### src/rtl/rpmc_consts.vh
// Constants for the reset and power-mode control block
// Assumes an 8-bit special-function-register bus on the system clock
// Contract
// - Six software flags, bits 7:2, no effect
// - Stop bit write enters stop, oscillator halted
// - Idle bit write gates CPU clock only
// - Stop and idle bits always read zero
// - Reset halts CPU, resets registers, ports, timers
// - Data memory untouched; stack pointer reinitialised
// - Port latches all ones, pull-ups enabled
// - Power-on/monitor reset drives reset pin low
// - Exit: PC zero, internal oscillator, fetch zero
// - Exit: watchdog enabled, clocked sysclk/12
// - Power-up holds reset, then release delay
// - Power-on/monitor exit sets power-on flag
// - Other reset causes clear power-on flag
// - Power-on enables monitor; others keep it
// - Supply low holds reset until recovered
// - Monitor reset skips power-up release delay
// - Writing flag position selects monitor reset
// - Interrupt or reset ends idle
// - Only reset ends stop mode
`ifndef RPMC_CONSTS_VH
`define RPMC_CONSTS_VH
`define RPMC_ADDR_PWR_CTL 8'h87
`define RPMC_ADDR_RST_CAUSE 8'hEF
`define RPMC_ADDR_MON_CTL 8'hFF
`define RPMC_PWR_CTL_RESET 8'h00
`define RPMC_BIT_IDLE 0
`define RPMC_BIT_STOP 1
`define RPMC_BIT_POR_FLAG 1
`define RPMC_BIT_MON_EN 7
`define RPMC_BIT_MON_STAT 6
`define RPMC_PORT_RESET 8'hFF
`define RPMC_PC_RESET 16'h0000
`define RPMC_WDT_DIV 12
`define RPMC_CLK_MHZ 125
`define RPMC_POR_DELAY_US 300
`define RPMC_POR_DELAY_CYC (`RPMC_POR_DELAY_US * `RPMC_CLK_MHZ)
`endif

### src/rtl/rpmc_ctrl.v
// Reset sequencing and power-mode control for the 8-bit core
// Assumes an SFR bus on clk_sys_i; pin and comparator inputs are async
`timescale 1ns/1ns
`default_nettype none
`include "rpmc_consts.vh"
module rpmc_ctrl #(
  parameter POR_DELAY_CYC = `RPMC_POR_DELAY_CYC
) (
  input wire clk_sys_i,
  input wire rst_i,
  input wire rst_pin_n_i,
  input wire supply_ok_i,
  input wire other_reset_i,
  input wire [7:0] sfr_addr_i,
  input wire [7:0] sfr_wdata_i,
  input wire sfr_wr_i,
  input wire sfr_rd_i,
  input wire irq_wake_i,
  output reg [7:0] sfr_rdata_o,
  output reg core_reset_o,
  output reg rst_pin_n_o,
  output reg rst_pin_oe_o,
  output reg cpu_clk_en_o,
  output reg osc_run_o,
  output reg periph_clk_en_o,
  output reg [7:0] port_latch_o,
  output reg port_open_drain_o,
  output reg port_pullup_en_o,
  output reg [15:0] pc_load_o,
  output reg sp_reinit_o,
  output reg int_timer_dis_o,
  output reg wdt_en_o,
  output reg [3:0] wdt_div_o,
  output reg sysclk_internal_o,
  output reg mon_en_o,
  output reg mon_sel_o
);
  localparam ST_POR = 2'd0;
  localparam ST_DELAY = 2'd1;
  localparam ST_RUN = 2'd2;
  localparam ST_MONRST = 2'd3;
  localparam CW = 24;

  wire [1:0] sync_w;
  wire pin_n_s;
  wire supply_s;
  reg [1:0] state_r;
  reg [1:0] state_nxt;
  reg [CW-1:0] cnt_r;
  reg [5:0] flags_r;
  reg idle_r;
  reg stop_r;
  reg por_flag_r;
  reg mon_en_r;
  reg mon_sel_r;
  reg in_reset_w;
  reg pin_driven_w;
  reg [2:0] oe_hist_r;

  // Address match used by both write and read paths
  function is_addr;
    input [7:0] a;
    input [7:0] b;
    begin
      is_addr = (a == b);
    end
  endfunction

  // Pin and comparator are off-domain; synchronise before use
  rpmc_sync2 #(.W(2)) u_sync (
    .clk_sys_i(clk_sys_i),
    .async_i({rst_pin_n_i, supply_ok_i}),
    .sync_o(sync_w)
  );
  assign pin_n_s = sync_w[1];
  assign supply_s = sync_w[0];

  // Monitor reset only counts while it is enabled and software has selected it
  wire mon_trip_w = mon_en_r && mon_sel_r && !supply_s;
  // Our own pull-down echoes back through the synchroniser; ignore it
  wire pin_reset_w = !pin_n_s && !rst_pin_oe_o && !(|oe_hist_r);
  wire soft_reset_w = pin_reset_w || other_reset_i;

  // Recent drive history of the pin covers the two-stage sync lag
  always @(posedge clk_sys_i) begin
    if (rst_i) begin
      oe_hist_r <= 3'h7;
    end else begin
      oe_hist_r <= {oe_hist_r[1:0], rst_pin_oe_o};
    end
  end

  // Sequencer next state
  always @* begin
    state_nxt = state_r;
    case (state_r)
      ST_POR: begin
        if (supply_s) begin
          state_nxt = ST_DELAY;
        end
      end
      ST_DELAY: begin
        if (!supply_s) begin
          state_nxt = ST_POR;
        end else if (cnt_r == POR_DELAY_CYC[CW-1:0] - 24'h000001) begin
          state_nxt = ST_RUN;
        end
      end
      ST_RUN: begin
        if (mon_trip_w) begin
          state_nxt = ST_MONRST;
        end
      end
      default: begin
        if (supply_s) begin
          state_nxt = ST_RUN;
        end
      end
    endcase
  end

  always @* begin
    in_reset_w = (state_r != ST_RUN) || soft_reset_w;
    pin_driven_w = (state_r != ST_RUN);
  end

  // State and delay counter
  always @(posedge clk_sys_i) begin
    if (rst_i) begin
      state_r <= ST_POR;
      cnt_r <= {CW{1'b0}};
    end else begin
      state_r <= state_nxt;
      if (state_r == ST_DELAY && state_nxt == ST_DELAY) begin
        cnt_r <= cnt_r + 24'h000001;
      end else begin
        cnt_r <= {CW{1'b0}};
      end
    end
  end

  // Power control and reset-cause state
  always @(posedge clk_sys_i) begin
    if (rst_i) begin
      flags_r <= 6'h00;
      idle_r <= 1'b0;
      stop_r <= 1'b0;
      por_flag_r <= 1'b0;
      mon_en_r <= 1'b1;
      mon_sel_r <= 1'b0;
    end else if (in_reset_w) begin
      // Registers back to defaults, mon_en_r only at power-on, por_flag_r to cause; memory is not touched here
      flags_r <= 6'h00;
      idle_r <= 1'b0;
      stop_r <= 1'b0;
      mon_sel_r <= 1'b0;
      if (state_r == ST_POR || state_r == ST_DELAY) begin
        mon_en_r <= 1'b1;
      end
      if (state_r != ST_RUN) begin
        por_flag_r <= 1'b1;
      end else begin
        por_flag_r <= 1'b0;
      end
    end else begin
      if (sfr_wr_i && is_addr(sfr_addr_i, `RPMC_ADDR_PWR_CTL)) begin
        flags_r <= sfr_wdata_i[7:2];
        if (sfr_wdata_i[`RPMC_BIT_STOP]) begin
          stop_r <= 1'b1;
        end
        if (sfr_wdata_i[`RPMC_BIT_IDLE]) begin
          idle_r <= 1'b1;
        end
      end else if (irq_wake_i) begin
        idle_r <= 1'b0;
      end
      // Stop has no exit here besides reset
      if (sfr_wr_i && is_addr(sfr_addr_i, `RPMC_ADDR_RST_CAUSE)) begin
        mon_sel_r <= sfr_wdata_i[`RPMC_BIT_POR_FLAG];
      end
      if (sfr_wr_i && is_addr(sfr_addr_i, `RPMC_ADDR_MON_CTL)) begin
        mon_en_r <= sfr_wdata_i[`RPMC_BIT_MON_EN];
      end
    end
  end

  // Read data, one cycle after the read strobe
  always @(posedge clk_sys_i) begin
    if (rst_i) begin
      sfr_rdata_o <= 8'h00;
    end else if (sfr_rd_i) begin
      if (is_addr(sfr_addr_i, `RPMC_ADDR_PWR_CTL)) begin
        sfr_rdata_o <= {flags_r, 2'b00};
      end else if (is_addr(sfr_addr_i, `RPMC_ADDR_RST_CAUSE)) begin
        sfr_rdata_o <= {6'h00, por_flag_r, 1'b0};
      end else if (is_addr(sfr_addr_i, `RPMC_ADDR_MON_CTL)) begin
        sfr_rdata_o <= {mon_en_r, supply_s, 6'h00};
      end else begin
        sfr_rdata_o <= 8'h00;
      end
    end
  end

  // Reset-state effects and exit defaults, all registered
  always @(posedge clk_sys_i) begin
    if (rst_i) begin
      core_reset_o <= 1'b1;
      rst_pin_n_o <= 1'b0;
      rst_pin_oe_o <= 1'b1;
      cpu_clk_en_o <= 1'b0;
      osc_run_o <= 1'b1;
      periph_clk_en_o <= 1'b0;
      port_latch_o <= `RPMC_PORT_RESET;
      port_open_drain_o <= 1'b1;
      port_pullup_en_o <= 1'b1;
      pc_load_o <= `RPMC_PC_RESET;
      sp_reinit_o <= 1'b1;
      int_timer_dis_o <= 1'b1;
      wdt_en_o <= 1'b0;
      wdt_div_o <= 4'h0;
      sysclk_internal_o <= 1'b1;
      mon_en_o <= 1'b1;
      mon_sel_o <= 1'b0;
    end else begin
      core_reset_o <= in_reset_w;
      rst_pin_n_o <= 1'b0;
      rst_pin_oe_o <= pin_driven_w;
      cpu_clk_en_o <= !in_reset_w && !idle_r && !stop_r;
      osc_run_o <= !stop_r;
      periph_clk_en_o <= !in_reset_w && !stop_r;
      port_latch_o <= `RPMC_PORT_RESET;
      port_open_drain_o <= 1'b1;
      port_pullup_en_o <= 1'b1;
      pc_load_o <= `RPMC_PC_RESET;
      sp_reinit_o <= in_reset_w;
      int_timer_dis_o <= in_reset_w || stop_r;
      wdt_en_o <= !in_reset_w;
      wdt_div_o <= 4'hC;
      sysclk_internal_o <= 1'b1;
      mon_en_o <= mon_en_r;
      mon_sel_o <= mon_sel_r;
    end
  end
endmodule // rpmc_ctrl
`default_nettype wire

### src/rtl/rpmc_sync2.v
// Two-flip-flop synchroniser for asynchronous level inputs
// Assumes inputs are slow levels; only the second stage is read
`timescale 1ns/1ns
`default_nettype none
module rpmc_sync2 #(
  parameter W = 2
) (
  input wire clk_sys_i,
  input wire [W-1:0] async_i,
  output wire [W-1:0] sync_o
);
  reg [W-1:0] meta_r;
  reg [W-1:0] sync_r;

  // No reset so the chain tracks the pin even while reset is held
  always @(posedge clk_sys_i) begin
    meta_r <= async_i;
    sync_r <= meta_r;
  end

  assign sync_o = sync_r;
endmodule // rpmc_sync2
`default_nettype wire

### config.mk
export PLATFORM = sky130hd
export DESIGN_NAME = rpmc_ctrl
export DESIGN_NICKNAME = d
export VERILOG_FILES = /design/src/rtl/rpmc_ctrl.v /design/src/rtl/rpmc_sync2.v
export VERILOG_INCLUDE_DIRS = /design/src /design/src/rtl
export SDC_FILE = /design/constraint.sdc
export NUM_CORES = 1
export LEC_CHECK = 0
export ABC_AREA = 1
export BUFFER_PORTS_ARGS = -buffer_cell sky130_fd_sc_hd__buf_2
export CAP_MARGIN = 10
export CELL_PAD_IN_SITES_DETAIL_PLACEMENT = 0
export CELL_PAD_IN_SITES_GLOBAL_PLACEMENT = 2
export CORE_UTILIZATION = 31
export CTS_CLUSTER_SIZE = 25
export DETAILED_ROUTE_END_ITERATION = 6
export PLACE_DENSITY_LB_ADDON = 0.1
export SYNTH_ARGS = -nofsm -noshare
export SYNTH_HDL_FRONTEND = slang
export SYNTH_SLANG_ARGS = --single-unit
### constraint.sdc
create_clock -name clk_sys_i -period 2.8 [get_ports clk_sys_i]
set_clock_uncertainty 0.05 [all_clocks]
set_input_delay 0.56 -clock clk_sys_i [delete_from_list [all_inputs] [get_ports clk_sys_i]]
set_output_delay 0.56 -clock clk_sys_i [all_outputs]
set_load 0.01 [all_outputs]
Yosys cells after proc, flatten, opt, wreduce, memory -nomap -nowiden. Cells that the tools add are included.

Bits in registers: 65. Output and inout bits: 50. Logic and storage cells: 82.

Add/sub/neg operators: 1. Equality and inequality tests: 10. Muxes and demuxes: 17. Bitwise operators: 1. Reductions and logical operators: 31.

Operators by type and width (count): $add 24x1->24 const B (1); $eq 24x16->1 const B (1); $eq 8x8->1 const B (3); $mux 8 (3); $logic_and 1x1->1 (11); $mux 2 (5); $logic_not 1->1 (7); $mux 1 (7); $pmux 2 s3 (1); $reduce_and 2->1 (3); $eq 2x1->1 const B (2); $logic_or 1x1->1 (4); $mux 4 (1); $ne 2x2->1 const B (2); $reduce_bool 2->1 (2); $reduce_or 2->1 (2); $reduce_or 3->1 (1); $eq 2x2->1 const B (1); $logic_not 2->1 (1); $ne 2x1->1 const B (1); $not 1->1 (1).

Depth between registers and ports, before layout.
Depth in word-level cells: 8. Depth in mapped cells: 9. Mapped depth without buffers: 9.

Hierarchy. A second synthesis with hierarchy kept.

Cells, all modules: 397. Area total of the unflattened synthesis: 2971.6 um^2.

Modules (own cells, without submodules): rpmc_ctrl (times used 1, cells each 393, area an instance 2891.5 um^2, seq. area each 1141.1 um^2); rpmc_sync2 (times used 1, cells each 4, area an instance 80.1 um^2, seq. area each 80.1 um^2).

Worst setup path after synthesis. Ideal clock, no wire load.

Path kind: input to register. From: in sfr_addr_i[5]. To: reg flags_r[1]. Library setup time: 119 ps. Data arrival time: 1401 ps. Data required time: 2631 ps. Slack: 1229 ps. Stages on the path: 6. Path buffers: 1. Path through: or2_1 -> nor2_2 -> nand3_1 -> buf_2 -> o21ai_0 -> a21oi_1.

Word-level cells in the longest chain between the ends: 2.

Ends and longest elaborated chain: start, declared (line rpmc_ctrl.v:14) `input wire [7:0] sfr_addr_i,`; $eq 8x8->1 (line rpmc_ctrl.v:65) `is_addr = (a == b);`; $logic_and 1x1->1 (line rpmc_ctrl.v:166) `` if (sfr_wr_i && is_addr(sfr_addr_i, `RPMC_ADDR_PWR_CTL)) begin ``; end signal, assigned (line rpmc_ctrl.v:167) `flags_r <= sfr_wdata_i[7:2];`; end, declared (line rpmc_ctrl.v:50) `reg [5:0] flags_r;`.

No other way between the ends. A chain may end at the register's enable or synchronous reset.

Worst setup path after layout.
From: reg cnt_r[0]. To: reg cnt_r[8].

Word-level cells in the longest chain between the ends: 8. Elaborated cells between the ends (all ways): 9. Those cells by class: add/sub (1); eq/ne (2); mux (3); bitwise (1); reduce/logical (2).

Ends and longest elaborated chain: start, declared (line rpmc_ctrl.v:49) `reg [CW-1:0] cnt_r;`; start signal, assigned (line rpmc_ctrl.v:131) `cnt_r <= {CW{1'b0}};`; start signal, assigned (line rpmc_ctrl.v:135) `cnt_r <= cnt_r + 24'h000001;`; start signal, assigned (line rpmc_ctrl.v:137) `cnt_r <= {CW{1'b0}};`; $eq 24x16->1 (line rpmc_ctrl.v:105) `end else if (cnt_r == POR_DELAY_CYC[CW-1:0] - 24'h000001) begin`; $mux 2 (line rpmc_ctrl.v:105); $mux 2 (line rpmc_ctrl.v:103) `if (!supply_s) begin`; $pmux 2 s3 (line rpmc_ctrl.v:96) `case (state_r)`; $eq 2x1->1 (line rpmc_ctrl.v:134) `if (state_r == ST_DELAY && state_nxt == ST_DELAY) begin`; $logic_and 1x1->1 (line rpmc_ctrl.v:134); $not 1->1 (no source line); $reduce_or 2->1 (no source line).

Parallel ways exist; a longest one is shown, timed or not.

==> flow_metrics.py <==
metrics = {
    "critical_path": {
        "crit_arrival_ns": 1.96,
        "cpMostUsedCell": "nor2_1",
        "worstSetupPathType": "reg2reg",
        "worstPathCellList": "ha_1 -> nand2_1 -> nor2_1 -> nand2_1 -> nor2_1 -> nand3_2 -> nand4_4 -> nor2_1",
        "slowest_stage": "dfxtp_1",
        "start_kind": "register",
        "critPathMaxStageDelay_ns": 0.44,
        "worstPathMaxFanout": 24,
        "worstPathRequired_ns": 2.97,
        "endpoint_kind": "register",
    },
    "route": {
        "drc_errors": 0,
        "drtPass1Iterations": 4,
        "route.antenna.remaining_nets": 0,
        "vias_per_cell": 4.21,
        "via_count": 2343,
        "avgRoutedWirePerCell_um": 11.7,
        "dr.first_iter.drc_count": 36,
        "routed_wl_mm": 6.53,
    },
    "finish": {
        "area_growth_pct": 12.6,
        "nets": 466,
        "multi_input_area_um2": 1360,
        "seq_area_um2": 1220,
        "finalCoreUtilization_pct": 35.9,
        "diodes": 0,
        "drive_above_1_share_pct": 17.7,
        "nFillCells": 1013,
    },
    "yosys": {
        "synth_edf_count": 0,
        "synth_area_leaders": "dfxtp_1 (42%), nand2_1 (11%), nor2_1 (8.8%), buf_4 (8.5%), inv_1 (5.6%)",
        "syn_inst": 397,
        "yosysMostFrequentCell": "nand2_1",
        "synth_common_cells": "nand2_1 (84), nor2_1 (69), dfxtp_1 (61)",
        "synth_top_cell_by_area": "dfxtp_1",
        "synthFlopType": "dfxtp_1",
        "yosysWarnings": 0,
        "synthesis.area_um2": 2930,
        "ys_seq_area_share_pct": 41.7,
        "ys_types": 33,
        "ys_ff_latch": 61,
        "syn-mean-instance-area_um2": 7.38,
        "yosysTopAreaCellShare_pct": 41.7,
        "async_reset_ff_share_pct": 0,
    },
    "power_and_ir_drop": {
        "seqPwrFrac_pct": 51.0,
        "internal_power_w": 0.00131,
        "swShare_pct": 24.3,
        "p_per_area_nw_per_um2": 524,
        "power.switching_w": 0.000420,
        "comb_power_share_pct": 4.5,
        "irDropWorstVdd_mv": 0.181,
        "clkPwrFrac_pct": 44.5,
        "p_leak_nw": 1.27,
    },
    "timing": {
        "fmax_mhz": 557,
        "slew_viol_final": 0,
        "setup-violations-final": 0,
        "rsz0062_at_grt": "false",
        "timing.final.crit_share_pct": 64.1,
        "setup_tns_ns": 0,
        "hold_violations": 0,
        "post-route-min-period_ns": 1.79,
    },
    "outcome": {
        "status": "complete, no violations",
    },
    "cts": {
        "cts.sinks": 61,
        "cts_resized": 0,
        "clk_latency_ns": 0.34,
        "tritoncts": "built",
        "cts_root_buf": "clkbuf_8",
        "clk_pin_slew_worst_paths_ns": 0.07,
        "cts_buffers": 9,
        "cts_hold_buf": 0,
        "post_cts_buffers": 0,
        "htree_levels": 3,
        "clockBufferDepth": 2,
    },
    "floorplanning": {
        "rows": 35,
        "die_w_um": 99.2,
        "die_h_um": 99.2,
        "coreArea_um2": 9200,
        "die_area_um2": 9850,
        "boundaryPins": 74,
        "start_util_pct": 31.9,
    },
    "global_routing": {
        "grt.overflow.total": 0,
        "antenna_found_initial": 0,
        "grt_pass1_vias": 2338,
        "gr-usage-all-layers_pct": 14.7,
        "grt_max_degree": 25,
        "grt_pass1_wl_mm": 11.1,
    },
    "placed_design": {
        "place_congestion": 0.785,
        "io_buffers": 42,
        "dpl.hpwl_mm": 4.90,
    },
    "job": {
        "cap_violations": 0,
    },
    "worst_hold_path": {
        "min_path_type": "in2reg",
    },
}
[layout make-up]
| type | count | share of cell area [%] |
|---|---|---|
| clock buffer | 10 | 3.87 |
| clock inverter | 6 | 1.93 |
| inverter | 46 | 5.23 |
| multi-input combinational | 280 | 41.1 |
| sequential | 61 | 37.0 |
| tap | 111 | 4.21 |
| timing repair buffer | 43 | 6.60 |
[flip-flops by register name, summed over array words and instances, names as in the netlist, 2 cells and up]
name / cells
oe_hist_r: 3
sfr_rdata_o: 7
u_sync.sync_o: 2
cnt_r: 24
flags_r: 6
state_r: 2
u_sync.meta_r: 2
[layer usage]
layer / up-vias / GRT usage [%] / wire, um
met3: 9 / 3.65 / 237
met1: 1037 / 17.4 / 2980
met4: 0 / 7.24 / 138
met2: 47 / 24.7 / 3170
met5: - / 0 / 0
li1: 1250 / - / -
[power groups by stage]
stage / Combinational, W / Sequential [W] / Clock, W
final: 0.0000783 / 0.000883 / 0.000769
after global routing: 0.0000895 / 0.000883 / 0.000835
after CTS: 0.0000794 / 0.000883 / 0.000799
after detailed placement: 0.0000793 / 0.000903 / 0
after global placement: 0.0000798 / 0.000903 / 0
after floorplan: 0.0000780 / 0.000904 / 0
[cells in the final DEF (no fill, tap or decap)]
cell type and count:
buf_4 1, inv_1 44, xor2_1 10, o211ai_1 2
o211a_1 1, nor4_2 1, nor2_1 69, nand3_4 1
nand2_2 1, nor3_1 3, xnor2_1 6, nor3_4 1
nand3_1 20, bufinv_16 1, or2_1 1, clkbuf_1 1
ha_1 1, nand4_1 3, nand3b_2 1, clkinvlp_4 2
nor2_4 4, nand2_1 84, dfxtp_1 61, or2_2 4
o21ai_0 12, nand4_4 1, buf_2 42, nor2_2 3
nand3b_1 1, clkbuf_8 9, nor3b_1 1, inv_2 2
nand3_2 2, a21oi_1 16, clkinv_4 1, conb_1 31
clkinv_2 2
[path summary, 6_finish.rpt]
| path | startpoint | to | slack [ns] | depth (start not counted) |
|---|---|---|---|---|
| worst max-delay path | cnt_r[0] | cnt_r[8] | 1.01 | 8 |
| worst max register to register | cnt_r[0] | cnt_r[8] | 1.01 | 8 |
| worst min register to register | u_sync.meta_r[0] | u_sync.sync_o[0] | 0.28 | 0 |
| worst min-delay path | rst_pin_n_i | u_sync.meta_r[1] | 0.27 | 1 |
[critical path: cells and delay by family (launching register included)]
family                   cells  cell delay [ns]
adder cells (fa/ha/maj)      1             0.32
flip-flops                   1             0.44
AND/OR/NAND/NOR              7             0.85
[stage by stage]
step / cell area [um2] / worst slack, ns / std cells / power [W] / hold slack, ns
after floorplan: 3040 / 1.23 / 426 / 0.000982 / 0.260
after global placement: 3110 / 0.923 / 541 / 0.000983 / 0.261
after detailed placement: 3110 / 0.865 / 541 / 0.000982 / 0.263
after CTS: 3300 / 0.982 / 557 / 0.00176 / 0.253
after global routing: 3300 / 0.847 / 557 / 0.00181 / 0.243
final: 3300 / 1.01 / 557 / 0.00173 / 0.267
[kinds of logic after synthesis]
kind of cell / after synthesis / synth area share [%]
and+or+nand+nor: 201 / 31.5
buffers and inverters: 85 / 15.7
DFF: 61 / 41.7
AOI/OAI and AO/OA: 31 / 5.64
xor gates and xnor gates: 16 / 4.78
other: 2 / 0.256
adders and majority gates: 1 / 0.427
Note: power is estimated with default switching activity, not from simulation.
